`config.mk`:
```
export PLATFORM = sky130hd
export DESIGN_NAME = opt_timer
export DESIGN_NICKNAME = d
export VERILOG_FILES = /design/src/hw/opt_pkg.sv /design/src/hw/opt_chan.sv /design/src/hw/opt_timer.sv
export SDC_FILE = /design/constraint.sdc
export NUM_CORES = 2
export LEC_CHECK = 0
export BUFFER_PORTS_ARGS = -buffer_cell sky130_fd_sc_hd__buf_2
export CAP_MARGIN = 25
export CORE_ASPECT_RATIO = 1.4
export CORE_MARGIN = 2
export CORE_UTILIZATION = 58
export CTS_BUF_LIST = sky130_fd_sc_hd__clkbuf_8
export DETAILED_ROUTE_END_ITERATION = 10
export HOLD_SLACK_MARGIN = 0.02
export PLACE_DENSITY = 0.78
export SETUP_SLACK_MARGIN = 0.15
export SYNTH_ARGS = -nofsm -noshare
export SYNTH_HDL_FRONTEND = slang
export SYNTH_SLANG_ARGS = --single-unit
```
`constraint.sdc`:
```
create_clock -name core_clk -period 4 [get_ports core_clk]
set_clock_uncertainty 0.05 [all_clocks]
set_input_delay 0.2 -clock core_clk [delete_from_list [all_inputs] [get_ports core_clk]]
set_output_delay 0.2 -clock core_clk [all_outputs]
set_load 0.1 [all_outputs]
```
`src/hw/opt_pkg.sv`:
```
package opt_pkg;
	localparam int          OPT_NCH         = 11;
	// channel 0 sits at bit 15, channel 10 at bit 5
	localparam int          OPT_FLD_MSB     = 15;
	localparam int          OPT_FLD_LSB     = 5;
	// register indices; byte address is four times the index
	localparam logic [31:0] OPT_IDX_RUN     = 32'h008002fe;
	localparam logic [31:0] OPT_IDX_GUARD   = 32'h008002fc;
	localparam logic [31:0] OPT_IDX_PERMIT  = 32'h008002fa;
	localparam logic [31:0] OPT_IDX_CH0     = 32'h00800240;
	localparam logic [31:0] OPT_IDX_CH_END  = 32'h008002f0;
	localparam logic [3:0]  OPT_SUB_CNT     = 4'h0;
	localparam logic [3:0]  OPT_SUB_RELOAD  = 4'h2;
	localparam logic [3:0]  OPT_SUB_ADJ     = 4'h6;
	localparam logic [15:0] OPT_RST_CTRL    = 16'h0000;
	localparam logic [15:0] OPT_RST_DATA    = 16'h0000;
	localparam logic [1:0]  OPT_RESP_OKAY   = 2'h0;
	localparam logic [1:0]  OPT_RESP_SLVERR = 2'h2;

	typedef enum logic [2:0] {
		OPT_K_NONE,
		OPT_K_RUN,
		OPT_K_GUARD,
		OPT_K_PERMIT,
		OPT_K_CNT,
		OPT_K_RELOAD,
		OPT_K_ADJ
	} opt_kind_e;

	typedef enum logic {
		OPT_ST_IDLE,
		OPT_ST_COUNT
	} opt_chan_st_e;
endpackage : opt_pkg

```
`src/hw/opt_chan.sv`:
```
`timescale 1ns/1ns
module opt_chan
	import opt_pkg::*;
(
	// clock and reset
	input  wire logic        core_clk,
	input  wire logic        rst_n,
	// count clock from the prescaler
	input  wire logic        count_tick,
	// run bit control
	input  wire logic        sw_wr,
	input  wire logic        sw_val,
	input  wire logic        ext_start,
	// values
	input  wire logic [15:0] reload_value,
	input  wire logic        adj_wr,
	input  wire logic [15:0] adj_value,
	// status and output
	output logic             channel_run_bit,
	output logic [15:0]      down_counter,
	output logic             pulse_out,
	output logic             underflow
);
	import opt_pkg::*;

	opt_chan_st_e st_q;
	logic         run_q;
	logic [15:0]  cnt_q;
	logic         ff_q;
	logic         uf_q;
	logic         ext_pend_q;
	logic         sw_set_q;
	logic         adj_pend_q;
	logic [15:0]  adj_q;
	logic         sw_clr;
	logic         ext_now;
	logic         sw_set_now;
	logic         load;
	logic         uf;

	assign sw_clr     = sw_wr && !sw_val;
	assign ext_now    = (ext_pend_q || ext_start) && !sw_clr;
	assign sw_set_now = sw_set_q || (sw_wr && sw_val);
	// start and underflow decisions wait for the count clock, hence up to one prescaler period of lag
	assign load = count_tick && st_q == OPT_ST_IDLE && run_q;
	assign uf   = count_tick && st_q == OPT_ST_COUNT && run_q && !adj_pend_q
		&& cnt_q == 16'h0000;

	always_ff @(posedge core_clk)
	begin
		if (!rst_n || count_tick || sw_clr)
			ext_pend_q <= 1'b0;
		else if (ext_start)
			ext_pend_q <= 1'b1;
	end

	always_ff @(posedge core_clk)
	begin
		if (!rst_n || sw_clr)
			sw_set_q <= 1'b0;
		else if (sw_wr)
			sw_set_q <= 1'b1;
		else if (count_tick)
			sw_set_q <= 1'b0;
	end

	always_ff @(posedge core_clk)
	begin
		if (!rst_n)
			run_q <= 1'b0;
		else if (sw_wr)
			run_q <= sw_val;
		else if (uf && !sw_set_now)
			run_q <= 1'b0;
		else if (count_tick && ext_now && !uf)
			run_q <= 1'b1;
	end

	always_ff @(posedge core_clk)
	begin
		if (!rst_n)
		begin
			adj_pend_q <= 1'b0;
			adj_q      <= OPT_RST_DATA;
		end
		else if (adj_wr)
		begin
			adj_pend_q <= 1'b1;
			adj_q      <= adj_value;
		end
		else if (count_tick)
			adj_pend_q <= 1'b0;
	end

	always_ff @(posedge core_clk)
	begin
		if (!rst_n)
		begin
			st_q  <= OPT_ST_IDLE;
			cnt_q <= OPT_RST_DATA;
			ff_q  <= 1'b0;
		end
		else if (count_tick)
		begin
			unique case (st_q)
				OPT_ST_IDLE:
					if (run_q)
					begin
						cnt_q <= reload_value;
						ff_q  <= !ff_q;
						st_q  <= OPT_ST_COUNT;
					end
				OPT_ST_COUNT:
					if (!run_q)
						st_q <= OPT_ST_IDLE;
					else if (adj_pend_q)
						// wrap past ffff is not flagged and later underflows falsely
						cnt_q <= cnt_q + adj_q;
					else
					begin
						cnt_q <= cnt_q - 16'h0001;
						if (cnt_q == 16'h0000)
						begin
							ff_q <= !ff_q;
							st_q <= OPT_ST_IDLE;
						end
					end
			endcase
		end
	end

	always_ff @(posedge core_clk)
	begin
		if (!rst_n)
			uf_q <= 1'b0;
		else
			uf_q <= uf;
	end

	assign channel_run_bit = run_q;
	assign down_counter    = cnt_q;
	assign pulse_out       = ff_q;
	assign underflow       = uf_q;
endmodule : opt_chan

```
`src/hw/opt_timer.sv`:
```
// Register access over AXI4-Lite was chosen for this implementation.
`timescale 1ns/1ns
module opt_timer
	import opt_pkg::*;
(
	// clock and reset
	input  wire logic                core_clk,
	input  wire logic                rst_n,
	// axi4-lite write address
	input  wire logic                awvalid,
	output logic                     awready,
	input  wire logic [31:0]         awaddr,
	input  wire logic [2:0]          awprot,
	// axi4-lite write data
	input  wire logic                wvalid,
	output logic                     wready,
	input  wire logic [31:0]         wdata,
	input  wire logic [3:0]          wstrb,
	// axi4-lite write response
	output logic                     bvalid,
	input  wire logic                bready,
	output logic [1:0]               bresp,
	// axi4-lite read address
	input  wire logic                arvalid,
	output logic                     arready,
	input  wire logic [31:0]         araddr,
	input  wire logic [2:0]          arprot,
	// axi4-lite read data
	output logic                     rvalid,
	input  wire logic                rready,
	output logic [31:0]              rdata,
	output logic [1:0]               rresp,
	// timer side
	input  wire logic                count_tick,
	input  wire logic [OPT_NCH-1:0]  ext_start,
	output logic [OPT_NCH-1:0]       timer_out,
	output logic [OPT_NCH-1:0]       underflow_irq
);
	import opt_pkg::*;

	function automatic opt_kind_e reg_kind(input logic [31:0] a);
		logic [31:0] i;
		logic [31:0] off;
		i        = {2'b00, a[31:2]};
		off      = i - OPT_IDX_CH0;
		reg_kind = OPT_K_NONE;
		if (i == OPT_IDX_RUN)
			reg_kind = OPT_K_RUN;
		else if (i == OPT_IDX_GUARD)
			reg_kind = OPT_K_GUARD;
		else if (i == OPT_IDX_PERMIT)
			reg_kind = OPT_K_PERMIT;
		else if (i >= OPT_IDX_CH0 && i < OPT_IDX_CH_END)
		begin
			if (off[3:0] == OPT_SUB_CNT)
				reg_kind = OPT_K_CNT;
			else if (off[3:0] == OPT_SUB_RELOAD)
				reg_kind = OPT_K_RELOAD;
			else if (off[3:0] == OPT_SUB_ADJ)
				reg_kind = OPT_K_ADJ;
		end
	endfunction : reg_kind

	function automatic logic [3:0] chan_of(input logic [31:0] a);
		logic [31:0] off;
		off     = {2'b00, a[31:2]} - OPT_IDX_CH0;
		chan_of = off[7:4];
	endfunction : chan_of

	// channel c lives at bit 15-c
	function automatic logic [15:0] pack16(input logic [OPT_NCH-1:0] v);
		pack16 = 16'h0000;
		for (int c = 0; c < OPT_NCH; c++)
			pack16[OPT_FLD_MSB-c] = v[c];
	endfunction : pack16

	function automatic logic [OPT_NCH-1:0] unpack16(input logic [15:0] d);
		unpack16 = '0;
		for (int c = 0; c < OPT_NCH; c++)
			unpack16[c] = d[OPT_FLD_MSB-c];
	endfunction : unpack16

	logic                 aw_hold_q;
	logic [31:0]          aw_addr_q;
	logic                 w_hold_q;
	logic [31:0]          w_data_q;
	logic [3:0]           w_strb_q;
	logic                 bvalid_q;
	logic [1:0]           bresp_q;
	logic                 rvalid_q;
	logic [31:0]          rdata_q;
	logic [1:0]           rresp_q;
	logic [OPT_NCH-1:0]   guard_q;
	logic [OPT_NCH-1:0]   permit_q;
	logic [15:0]          reload_q [OPT_NCH];
	logic [15:0]          adj_q    [OPT_NCH];
	logic [15:0]          cnt_vec  [OPT_NCH];
	logic [OPT_NCH-1:0]   run_vec;
	logic [OPT_NCH-1:0]   sw_wr;
	logic [OPT_NCH-1:0]   sw_val;
	logic [OPT_NCH-1:0]   adj_wr;
	logic [OPT_NCH-1:0]   ext_g;
	logic                 wr_fire;
	logic                 ar_fire;
	logic                 full16;
	opt_kind_e            wr_kind;
	opt_kind_e            rd_kind;
	logic [3:0]           wr_ch;
	logic [3:0]           rd_ch;
	logic [15:0]          rd_mux;

	// bus handshake
	assign awready = !aw_hold_q;
	assign wready  = !w_hold_q;
	assign arready = !rvalid_q;
	assign wr_fire = aw_hold_q && w_hold_q && !bvalid_q;
	assign ar_fire = arvalid && arready;
	assign wr_kind = reg_kind(aw_addr_q);
	assign wr_ch   = chan_of(aw_addr_q);
	assign rd_kind = reg_kind(araddr);
	assign rd_ch   = chan_of(araddr);
	// narrower strobes are dropped rather than merged into half a field
	assign full16  = w_strb_q[1:0] == 2'h3;

	always_ff @(posedge core_clk)
	begin
		if (!rst_n)
		begin
			aw_hold_q <= 1'b0;
			aw_addr_q <= 32'h00000000;
		end
		else if (awvalid && awready)
		begin
			aw_hold_q <= 1'b1;
			aw_addr_q <= awaddr;
		end
		else if (wr_fire)
			aw_hold_q <= 1'b0;
	end

	always_ff @(posedge core_clk)
	begin
		if (!rst_n)
		begin
			w_hold_q <= 1'b0;
			w_data_q <= 32'h00000000;
			w_strb_q <= 4'h0;
		end
		else if (wvalid && wready)
		begin
			w_hold_q <= 1'b1;
			w_data_q <= wdata;
			w_strb_q <= wstrb;
		end
		else if (wr_fire)
			w_hold_q <= 1'b0;
	end

	always_ff @(posedge core_clk)
	begin
		if (!rst_n)
		begin
			bvalid_q <= 1'b0;
			bresp_q  <= OPT_RESP_OKAY;
		end
		else if (wr_fire)
		begin
			bvalid_q <= 1'b1;
			bresp_q  <= (wr_kind == OPT_K_NONE) ? OPT_RESP_SLVERR : OPT_RESP_OKAY;
		end
		else if (bready)
			bvalid_q <= 1'b0;
	end

	// control registers
	always_ff @(posedge core_clk)
	begin
		if (!rst_n)
		begin
			guard_q  <= unpack16(OPT_RST_CTRL);
			permit_q <= unpack16(OPT_RST_CTRL);
		end
		else if (wr_fire && full16)
		begin
			if (wr_kind == OPT_K_GUARD)
				guard_q <= unpack16(w_data_q[15:0]);
			if (wr_kind == OPT_K_PERMIT)
				permit_q <= unpack16(w_data_q[15:0]);
		end
	end

	// reload and correction values; neither touches a counter here
	always_ff @(posedge core_clk)
	begin
		if (!rst_n)
		begin
			for (int c = 0; c < OPT_NCH; c++)
			begin
				reload_q[c] <= OPT_RST_DATA;
				adj_q[c]    <= OPT_RST_DATA;
			end
		end
		else if (wr_fire && full16)
		begin
			if (wr_kind == OPT_K_RELOAD)
				reload_q[wr_ch] <= w_data_q[15:0];
			if (wr_kind == OPT_K_ADJ)
				adj_q[wr_ch] <= w_data_q[15:0];
		end
	end

	// run bit writes pass only where the guard is open
	assign sw_wr  = (wr_fire && full16 && wr_kind == OPT_K_RUN) ? ~guard_q : '0;
	assign sw_val = unpack16(w_data_q[15:0]);
	assign ext_g  = ext_start & permit_q;

	always_comb
	begin
		adj_wr = '0;
		if (wr_fire && full16 && wr_kind == OPT_K_ADJ)
			adj_wr[wr_ch] = 1'b1;
	end

	generate
		for (genvar g = 0; g < OPT_NCH; g++)
		begin : g_ch
			opt_chan u_chan (
				.core_clk        (core_clk),
				.rst_n           (rst_n),
				.count_tick      (count_tick),
				.sw_wr           (sw_wr[g]),
				.sw_val          (sw_val[g]),
				.ext_start       (ext_g[g]),
				.reload_value    (reload_q[g]),
				.adj_wr          (adj_wr[g]),
				.adj_value       (w_data_q[15:0]),
				.channel_run_bit (run_vec[g]),
				.down_counter    (cnt_vec[g]),
				.pulse_out       (timer_out[g]),
				.underflow       (underflow_irq[g])
			);
		end
	endgenerate

	// read side
	always_comb
	begin
		rd_mux = 16'h0000;
		unique case (rd_kind)
			OPT_K_NONE:   rd_mux = 16'h0000;
			OPT_K_RUN:    rd_mux = pack16(run_vec);
			OPT_K_GUARD:  rd_mux = pack16(guard_q);
			OPT_K_PERMIT: rd_mux = pack16(permit_q);
			OPT_K_CNT:    rd_mux = cnt_vec[rd_ch];
			OPT_K_RELOAD: rd_mux = reload_q[rd_ch];
			OPT_K_ADJ:    rd_mux = adj_q[rd_ch];
		endcase
	end

	always_ff @(posedge core_clk)
	begin
		if (!rst_n)
		begin
			rvalid_q <= 1'b0;
			rdata_q  <= 32'h00000000;
			rresp_q  <= OPT_RESP_OKAY;
		end
		else if (ar_fire)
		begin
			rvalid_q <= 1'b1;
			rdata_q  <= {16'h0000, rd_mux};
			rresp_q  <= (rd_kind == OPT_K_NONE) ? OPT_RESP_SLVERR : OPT_RESP_OKAY;
		end
		else if (rready)
			rvalid_q <= 1'b0;
	end

	assign bvalid = bvalid_q;
	assign bresp  = bresp_q;
	assign rvalid = rvalid_q;
	assign rdata  = rdata_q;
	assign rresp  = rresp_q;
endmodule : opt_timer

```
* After elaboration in Yosys (flattened, before gate mapping) *
Memories as Yosys holds them, arrays and structs flattened.
Cells that the tools add are included.

cells by class
  add/subtract/negate cells = 24
  $lt $le $gt $ge = 7
  equal/unequal tests = 66
  multiplexer cells = 256
  bitwise gates (word level) = 14
  reductions and logical operators = 315

operator list
  cell                   number
  $mux 16                37
  $pmux 16 s2            11
  $eq 30x24->1 const B   6
  $add 16x16->16         11
  $logic_not 16->1       11
  $sub 16x1->16 const B  11
  $mux 1                 163
  $logic_and 1x1->1      121
  $pmux 16 s7            1
  $logic_not 1->1        71
  $ne 2x2->1 const B     33
  $bmux 16 s4            1
  $ge 30x24->1 const B   2
  $lt 30x24->1 const B   2
  $reduce_and 5->1       11
  $reduce_bool 2->1      26
  $logic_or 1x1->1       45
  $pmux 1 s2             22
  $mux 3                 14
  $reduce_and 3->1       11
  $reduce_bool 3->1      11
  $reduce_or 16->1       2
  $mux 11                2
  $ne 2x1->1 const B     11
  other kinds (20)       46

word-level totals
  bits in registers = 525
  memory bits (writable) = 352
  input bits = 125
  output and inout port bits = 63
  logic and storage cells = 795
  memories = 2

memory list
  memory    words  width  read ports  clocked after Yosys merged registers in  write ports  line             RTL
  adj_q     11     16     1           0                                        11           opt_timer.sv:96  logic [15:0] adj_q [OPT_NCH];
  reload_q  11     16     12          0                                        11           opt_timer.sv:95  logic [15:0] reload_q [OPT_NCH];

* Logic depth before layout (Yosys ltp) *
  word-level depth = 20
  mapped depth = 14
  depth with buffers taken out = 11

* Cells and area by module *
A second synthesis with hierarchy kept.

second synthesis, totals
  cell total of the unflattened synthesis = 5209
  area, all modules = 54684.9 um^2

by module, submodules not included
  module     times used  cells each  area an instance (um^2)  seq. area each (um^2)
  opt_timer  1           2041        28094.4                  16896.2
  opt_chan   11          288         2417.3                   780.7

* Worst setup path before layout *
OpenSTA, ideal clock, no wires.

  path type = reg-to-reg
  start point = register aw_addr_q[7]
  end point = memory adj_q[11][0] (enable)
  setup time = 430 ps
  arrival = 3863 ps
  required time = 3520 ps
  setup slack = -343 ps
  stages on the path, launching flop included = 11
  cell sequence = dfxtp_1 buf_6 and2_1 buf_2 a211o_1 a21o_1 buf_2 or4_1 or2_1 buf_6 nor4_1

RTL lines
  item                    line              RTL
  start, declared         opt_timer.sv:84   logic [31:0] aw_addr_q;
  start signal, assigned  opt_timer.sv:135  aw_addr_q <= awaddr;
  end, declared           opt_timer.sv:96

==> metrics.txt <==
# TYPE chip_impl_metric gauge
chip_impl_metric{name="number_of_instances_in_the_synthesized_netlist",unit=""} 5190
chip_impl_info{name="critical_path.slowest_cell",value="sky130_fd_sc_hd__or4_1"} 1
chip_impl_metric{name="leakagePower",unit="nW"} 21.95
chip_impl_info{name="cts_tree",value="built"} 1
chip_impl_metric{name="initial_utilization",unit="%"} 58.49
chip_impl_metric{name="port_buffers",unit=""} 141
chip_impl_metric{name="final_cell_count_no_fill",unit=""} 6762
chip_impl_metric{name="path_clk_slew",unit="ps"} 70
chip_impl_metric{name="fillers",unit=""} 6622
chip_impl_info{name="synth_area_leader_cell",value="sky130_fd_sc_hd__edfxtp_1"} 1
chip_impl_metric{name="synth_simple_gate_area_share",unit="%"} 17.11
chip_impl_info{name="hold_path_class",value="in -> reg"} 1
chip_impl_info{name="rsz_0062_raised_after_global_routing",value="false"} 1
chip_impl_info{name="highest-signal-layer",value="met5"} 1
chip_impl_info{name="synth.area.top_cells",value="sky130_fd_sc_hd__edfxtp_1 (27%), sky130_fd_sc_hd__dfxtp_1 (21%), sky130_fd_sc_hd__mux4_2 (8.2%), sky130_fd_sc_hd__a21oi_1 (5.3%), sky130_fd_sc_hd__nand2_1 (4.7%)"} 1
chip_impl_metric{name="cp_slowest_stage_delay",unit="ps"} 680
chip_impl_metric{name="yosys.area.top_type_share",unit="%"} 27.45
chip_impl_metric{name="worst_pin_slew",unit="ps"} 1103
chip_impl_metric{name="number_of_global_route_vias_before_repair",unit=""} 42330
chip_impl_info{name="cts-root-buf",value="sky130_fd_sc_hd__clkbuf_8"} 1
chip_impl_metric{name="cp_num_buf_inv",unit=""} 3
chip_impl_metric{name="final-hold-violation-count",unit=""} 0
chip_impl_metric{name="synth.cell_area",unit="sq um"} 52510
chip_impl_metric{name="synth_seq_cells",unit=""} 1033
chip_impl_metric{name="place.gp.congestion",unit=""} 1.095
chip_impl_metric{name="ys_warn_count",unit=""} 0
chip_impl_metric{name="period_needed",unit="ps"} 3772
chip_impl_info{name="timing_worst_setup_path_type",value="reg -> reg"} 1
chip_impl_metric{name="design.core.area",unit="sq um"} 89790
chip_impl_metric{name="synth-adder-area-share",unit="%"} 4.518
chip_impl_metric{name="area_delta_synth_final",unit="%"} 12.59
chip_impl_metric{name="firstDrtPassIters",unit=""} 9
chip_impl_metric{name="setup_viol",unit=""} 0
chip_impl_info{name="outcome",value="completed"} 1
chip_impl_metric{name="vias_per_cell",unit=""} 6.573
chip_impl_metric{name="avgSynthCellArea",unit="sq um"} 10.12
chip_impl_metric{name="grt_first_pass_wirelength",unit="um"} 272100
chip_impl_metric{name="placed_cells_incl_taps",unit=""} 6356
chip_impl_metric{name="timing.final.max_slew_violations",unit=""} 0
chip_impl_info{name="critical_path.cell_chain",value="ha_1 -> a211o_1 -> a21o_1 -> or4_1 -> or2_2 -> nor2_8 -> buf_4 -> buf_4 -> nand2_1 -> inv_1"} 1
chip_impl_metric{name="clkSinkCount",unit=""} 1033
chip_impl_metric{name="drv.max_cap_violation_count",unit=""} 0
chip_impl_metric{name="dr.first_iter.drc_count",unit=""} 6346
chip_impl_metric{name="required",unit="ps"} 4660
chip_impl_metric{name="wirelength",unit="um"} 187600
chip_impl_metric{name="met2RoutedLength",unit="um"} 83980
chip_impl_metric{name="io_pins",unit=""} 188
chip_impl_metric{name="placementRows",unit=""} 130
chip_impl_metric{name="layout.area.seq",unit="sq um"} 25490
chip_impl_metric{name="timing.max_slew.rel_slack",unit="%"} 26.35
chip_impl_metric{name="irDropWorstVdd",unit="mV"} 0.3938
chip_impl_info{name="crit_family",value="simple AND/OR/NAND/NOR gates"} 1
chip_impl_metric{name="yosysSeqAreaShare",unit="%"} 48.53
chip_impl_metric{name="synth_enable_flop_cells",unit=""} 480
chip_impl_metric{name="fin_worst_hold_slack",unit="ps"} 66.02
chip_impl_metric{name="worst-path-max-fanout",unit=""} 9
chip_impl_metric{name="buffers_from_clock_root_to_sink_at_most",unit=""} 3
chip_impl_info{name="crit_start",value="aw_addr_q[8]"} 1
chip_impl_info{name="yosys_most_used_dff",value="sky130_fd_sc_hd__dfxtp_1"} 1
chip_impl_metric{name="dr_total_vias",unit=""} 44440
chip_impl_metric{name="die_width",unit="um"} 258.3
chip_impl_metric{name="async_flop_share",unit="%"} 0
chip_impl_metric{name="maximum_clock_frequency",unit="GHz"} 0.2651
chip_impl_metric{name="synthXorXnorAreaFrac",unit="%"} 2.552
chip_impl_metric{name="grt_start_max_net_pins",unit=""} 144
chip_impl_metric{name="post_synthesis_compound_gate_area_fraction",unit="%"} 12.62
chip_impl_metric{name="antenna_found_initial",unit=""} 13
chip_impl_metric{name="detailroute.wirelength.met3",unit="um"} 23220
chip_impl_metric{name="cts_made_buffers",unit=""} 154
chip_impl_metric{name="drt_drc_violations_left",unit=""} 0
chip_impl_metric{name="synth.area.mux_share",unit="%"} 11.09
chip_impl_info{name="worst_setup_path_end_kind",value="flip-flop"} 1
chip_impl_metric{name="synth.lib_cells_used.distinct",unit=""} 80
chip_impl_metric{name="critical_path_arrival",unit="ps"} 4430
chip_impl_metric{name="layout-drive-gt1-share",unit="%"} 15.03
chip_impl_metric{name="fp.dieH",unit="um"} 360.0
chip_impl_metric{name="finalSetupTns",unit="ps"} 0
chip_impl_info{name="worstHoldStart",value="bready"} 1
chip_impl_metric{name="htreeDepth",unit=""} 4
chip_impl_metric{name="power_per_cell_area",unit="nW/um^2"} 368.9
chip_impl_metric{name="drt-wirelength-per-cell",unit="um"} 27.75
chip_impl_metric{name="detailed_place_hpwl",unit="um"} 130500
chip_impl_metric{name="grt.overflow.total",unit=""} 0
chip_impl_metric{name="detail_route.wirelength.met1",unit="um"} 60280
chip_impl_info{name="synth_top_family_by_area",value="simple AND/OR/NAND/NOR gates"} 1
chip_impl_metric{name="die_area",unit="sq um"} 93000
chip_impl_info{name="cp_common_cell",value="sky130_fd_sc_hd__buf_4"} 1
chip_impl_metric{name="grt_use_total",unit="%"} 39.94
chip_impl_metric{name="period_share",unit="%"} 94.30
chip_impl_info{name="worstSetupStartpointType",value="flip-flop"} 1
chip_impl_metric{name="antenna_left",unit=""} 0
chip_impl_info{name="reg2reg_from",value="aw_addr_q[8]"} 1
chip_impl_metric{name="clock_insertion_delay_worst_skew",unit="ps"} 900
chip_impl_metric{name="nNetsFinal",unit=""} 5751
chip_impl_metric{name="multi_input_area",unit="sq um"} 25320
[metal layers]
metal | vias to the layer above | global-route usage (%)
li1 | 19210 | -
met3 | 946 | 12.36
met5 | - | 0
met2 | 3082 | 61.59
met4 | 10 | 34.92
met1 | 21200 | 44.72
[cell families (layout without fill, tap and decap cells)]
group / after synthesis / after routing
other: 1 / 30
AOI/OAI and AO/OA: 1115 / 1115
adders and majority gates: 183 / 183
and+or+nand+nor: 1927 / 1927
muxes: 343 / 343
buffers and inverters: 435 / 790
DFF: 1033 / 1033
xor gates and xnor gates: 153 / 153
[registers in the layout (all words and copies together) (netlist names), 16 cells and up]
register	cells
g_ch.u_chan.down_counter	176
aw_addr_q	30
w_data_q	16
adj_q	256
reload_q	256
rdata	16
g_ch.u_chan.adj_q	176
[worst paths after layout]
kind	endpoint	slack, ps	cells past startpoint
max reg2reg	adj_q[13][10]	230	10
max	adj_q[13][10]	230	10
min reg2reg	g_ch[5].u_chan.adj_q[11]	400	2
min	bvalid	70	4
[power breakdown]
group / switching [mW] / leakage (nW) / internal [mW]
clock network: 4.31 / 1.78 / 4.50
registers: 0.238 / 9.33 / 11.2
logic: 1.04 / 10.8 / 0.524
[placed cells by master (no fill, tap or decap), drive strengths merged, types with 52 or more instances in the layout]
cell         count
mux2i          150
nand3           66
edfxtp         480
buf            331
and3            52
nor2           631
nand2          670
dlygate4sd3    113
nor3            69
a21oi          559
xnor2          113
mux4           191
a21o            63
nand2b         180
o21ai          176
inv            130
clkbuf         190
a211oi         116
nor4            59
and2            68
dfxtp          553
ha             172
[layout make-up]
type	instances	area share, %
Antenna cell	12	0.05079
Clock buffer	188	4.377
Clock inverter	87	0.8148
Inverter	69	0.4508
Multi-Input combinational cell	3739	42.82
Sequential cell	1033	43.12
Tap cell	1188	2.514
Timing Repair Buffer	446	5.847
[synth_stat cells, types with 11 or more instances]
library cell and number:
sky130_fd_sc_hd__nand2_1 652, sky130_fd_sc_hd__nor2_1 629, sky130_fd_sc_hd__a21oi_1 559, sky130_fd_sc_hd__dfxtp_1 553, sky130_fd_sc_hd__edfxtp_1 480, sky130_fd_sc_hd__clkbuf_1 262
sky130_fd_sc_hd__mux4_2 191, sky130_fd_sc_hd__nand2b_1 180, sky130_fd_sc_hd__o21ai_0 176, sky130_fd_sc_hd__ha_1 172, sky130_fd_sc_hd__mux2i_1 150, sky130_fd_sc_hd__a211oi_1 116
sky130_fd_sc_hd__xnor2_1 113, sky130_fd_sc_hd__and2_1 68, sky130_fd_sc_hd__nor3_1 67, sky130_fd_sc_hd__a21o_1 63, sky130_fd_sc_hd__nor4_1 57, sky130_fd_sc_hd__nand3_1 54
sky130_fd_sc_hd__and3_1 52, sky130_fd_sc_hd__inv_1 50, sky130_fd_sc_hd__buf_4 42, sky130_fd_sc_hd__xor2_1 40, sky130_fd_sc_hd__buf_1 39, sky130_fd_sc_hd__or3_1 31
sky130_fd_sc_hd__a22oi_1 29, sky130_fd_sc_hd__nor2b_1 27, sky130_fd_sc_hd__a31oi_1 26, sky130_fd_sc_hd__nand4_1 21, sky130_fd_sc_hd__inv_2 19, sky130_fd_sc_hd__o211ai_1 18
sky130_fd_sc_hd__nand2_4 17, sky130_fd_sc_hd__buf_2 16, sky130_fd_sc_hd__nor3b_1 16, sky130_fd_sc_hd__o21bai_1 14, sky130_fd_sc_hd__o31ai_1 13, sky130_fd_sc_hd__or2_2 13
sky130_fd_sc_hd__o21a_1 12, sky130_fd_sc_hd__o22ai_1 12, sky130_fd_sc_hd__fa_1 11
[stage by stage]
| stage | util, % | setup slack (ps) | instance area (sq um) | total power [mW] |
|---|---|---|---|---|
| floorplan | - | -343.2 | 52600 | 12.31 |
| global placement | 60.98 | 21.14 | 54750 | 12.97 |
| detailed placement | 61.04 | -28.19 | 54810 | 13.00 |
| CTS | 65.74 | 180.8 | 59030 | 21.60 |
| global route | 65.82 | 152.7 | 59100 | 22.21 |
| finish | 65.85 | 228.0 | 59120 | 21.81 |
[worst min-delay path, delay by kind of cell]
kind	cells	cell delay (ps)
buffers and inverters	2	620
AND/OR/NAND/NOR	1	90
AO/OA/AOI/OAI	1	60
[what timing repair did]
item                                    in CTS  in global routing
setup buffers                                1                  0
endpoints found under the setup margin      61                126
gates resized for setup                      0                  4
pin swaps                                    1                  0
hold endpoints to repair                    78                  0
hold buffers                               113                  0
Note: power is estimated with default switching activity, not from simulation.
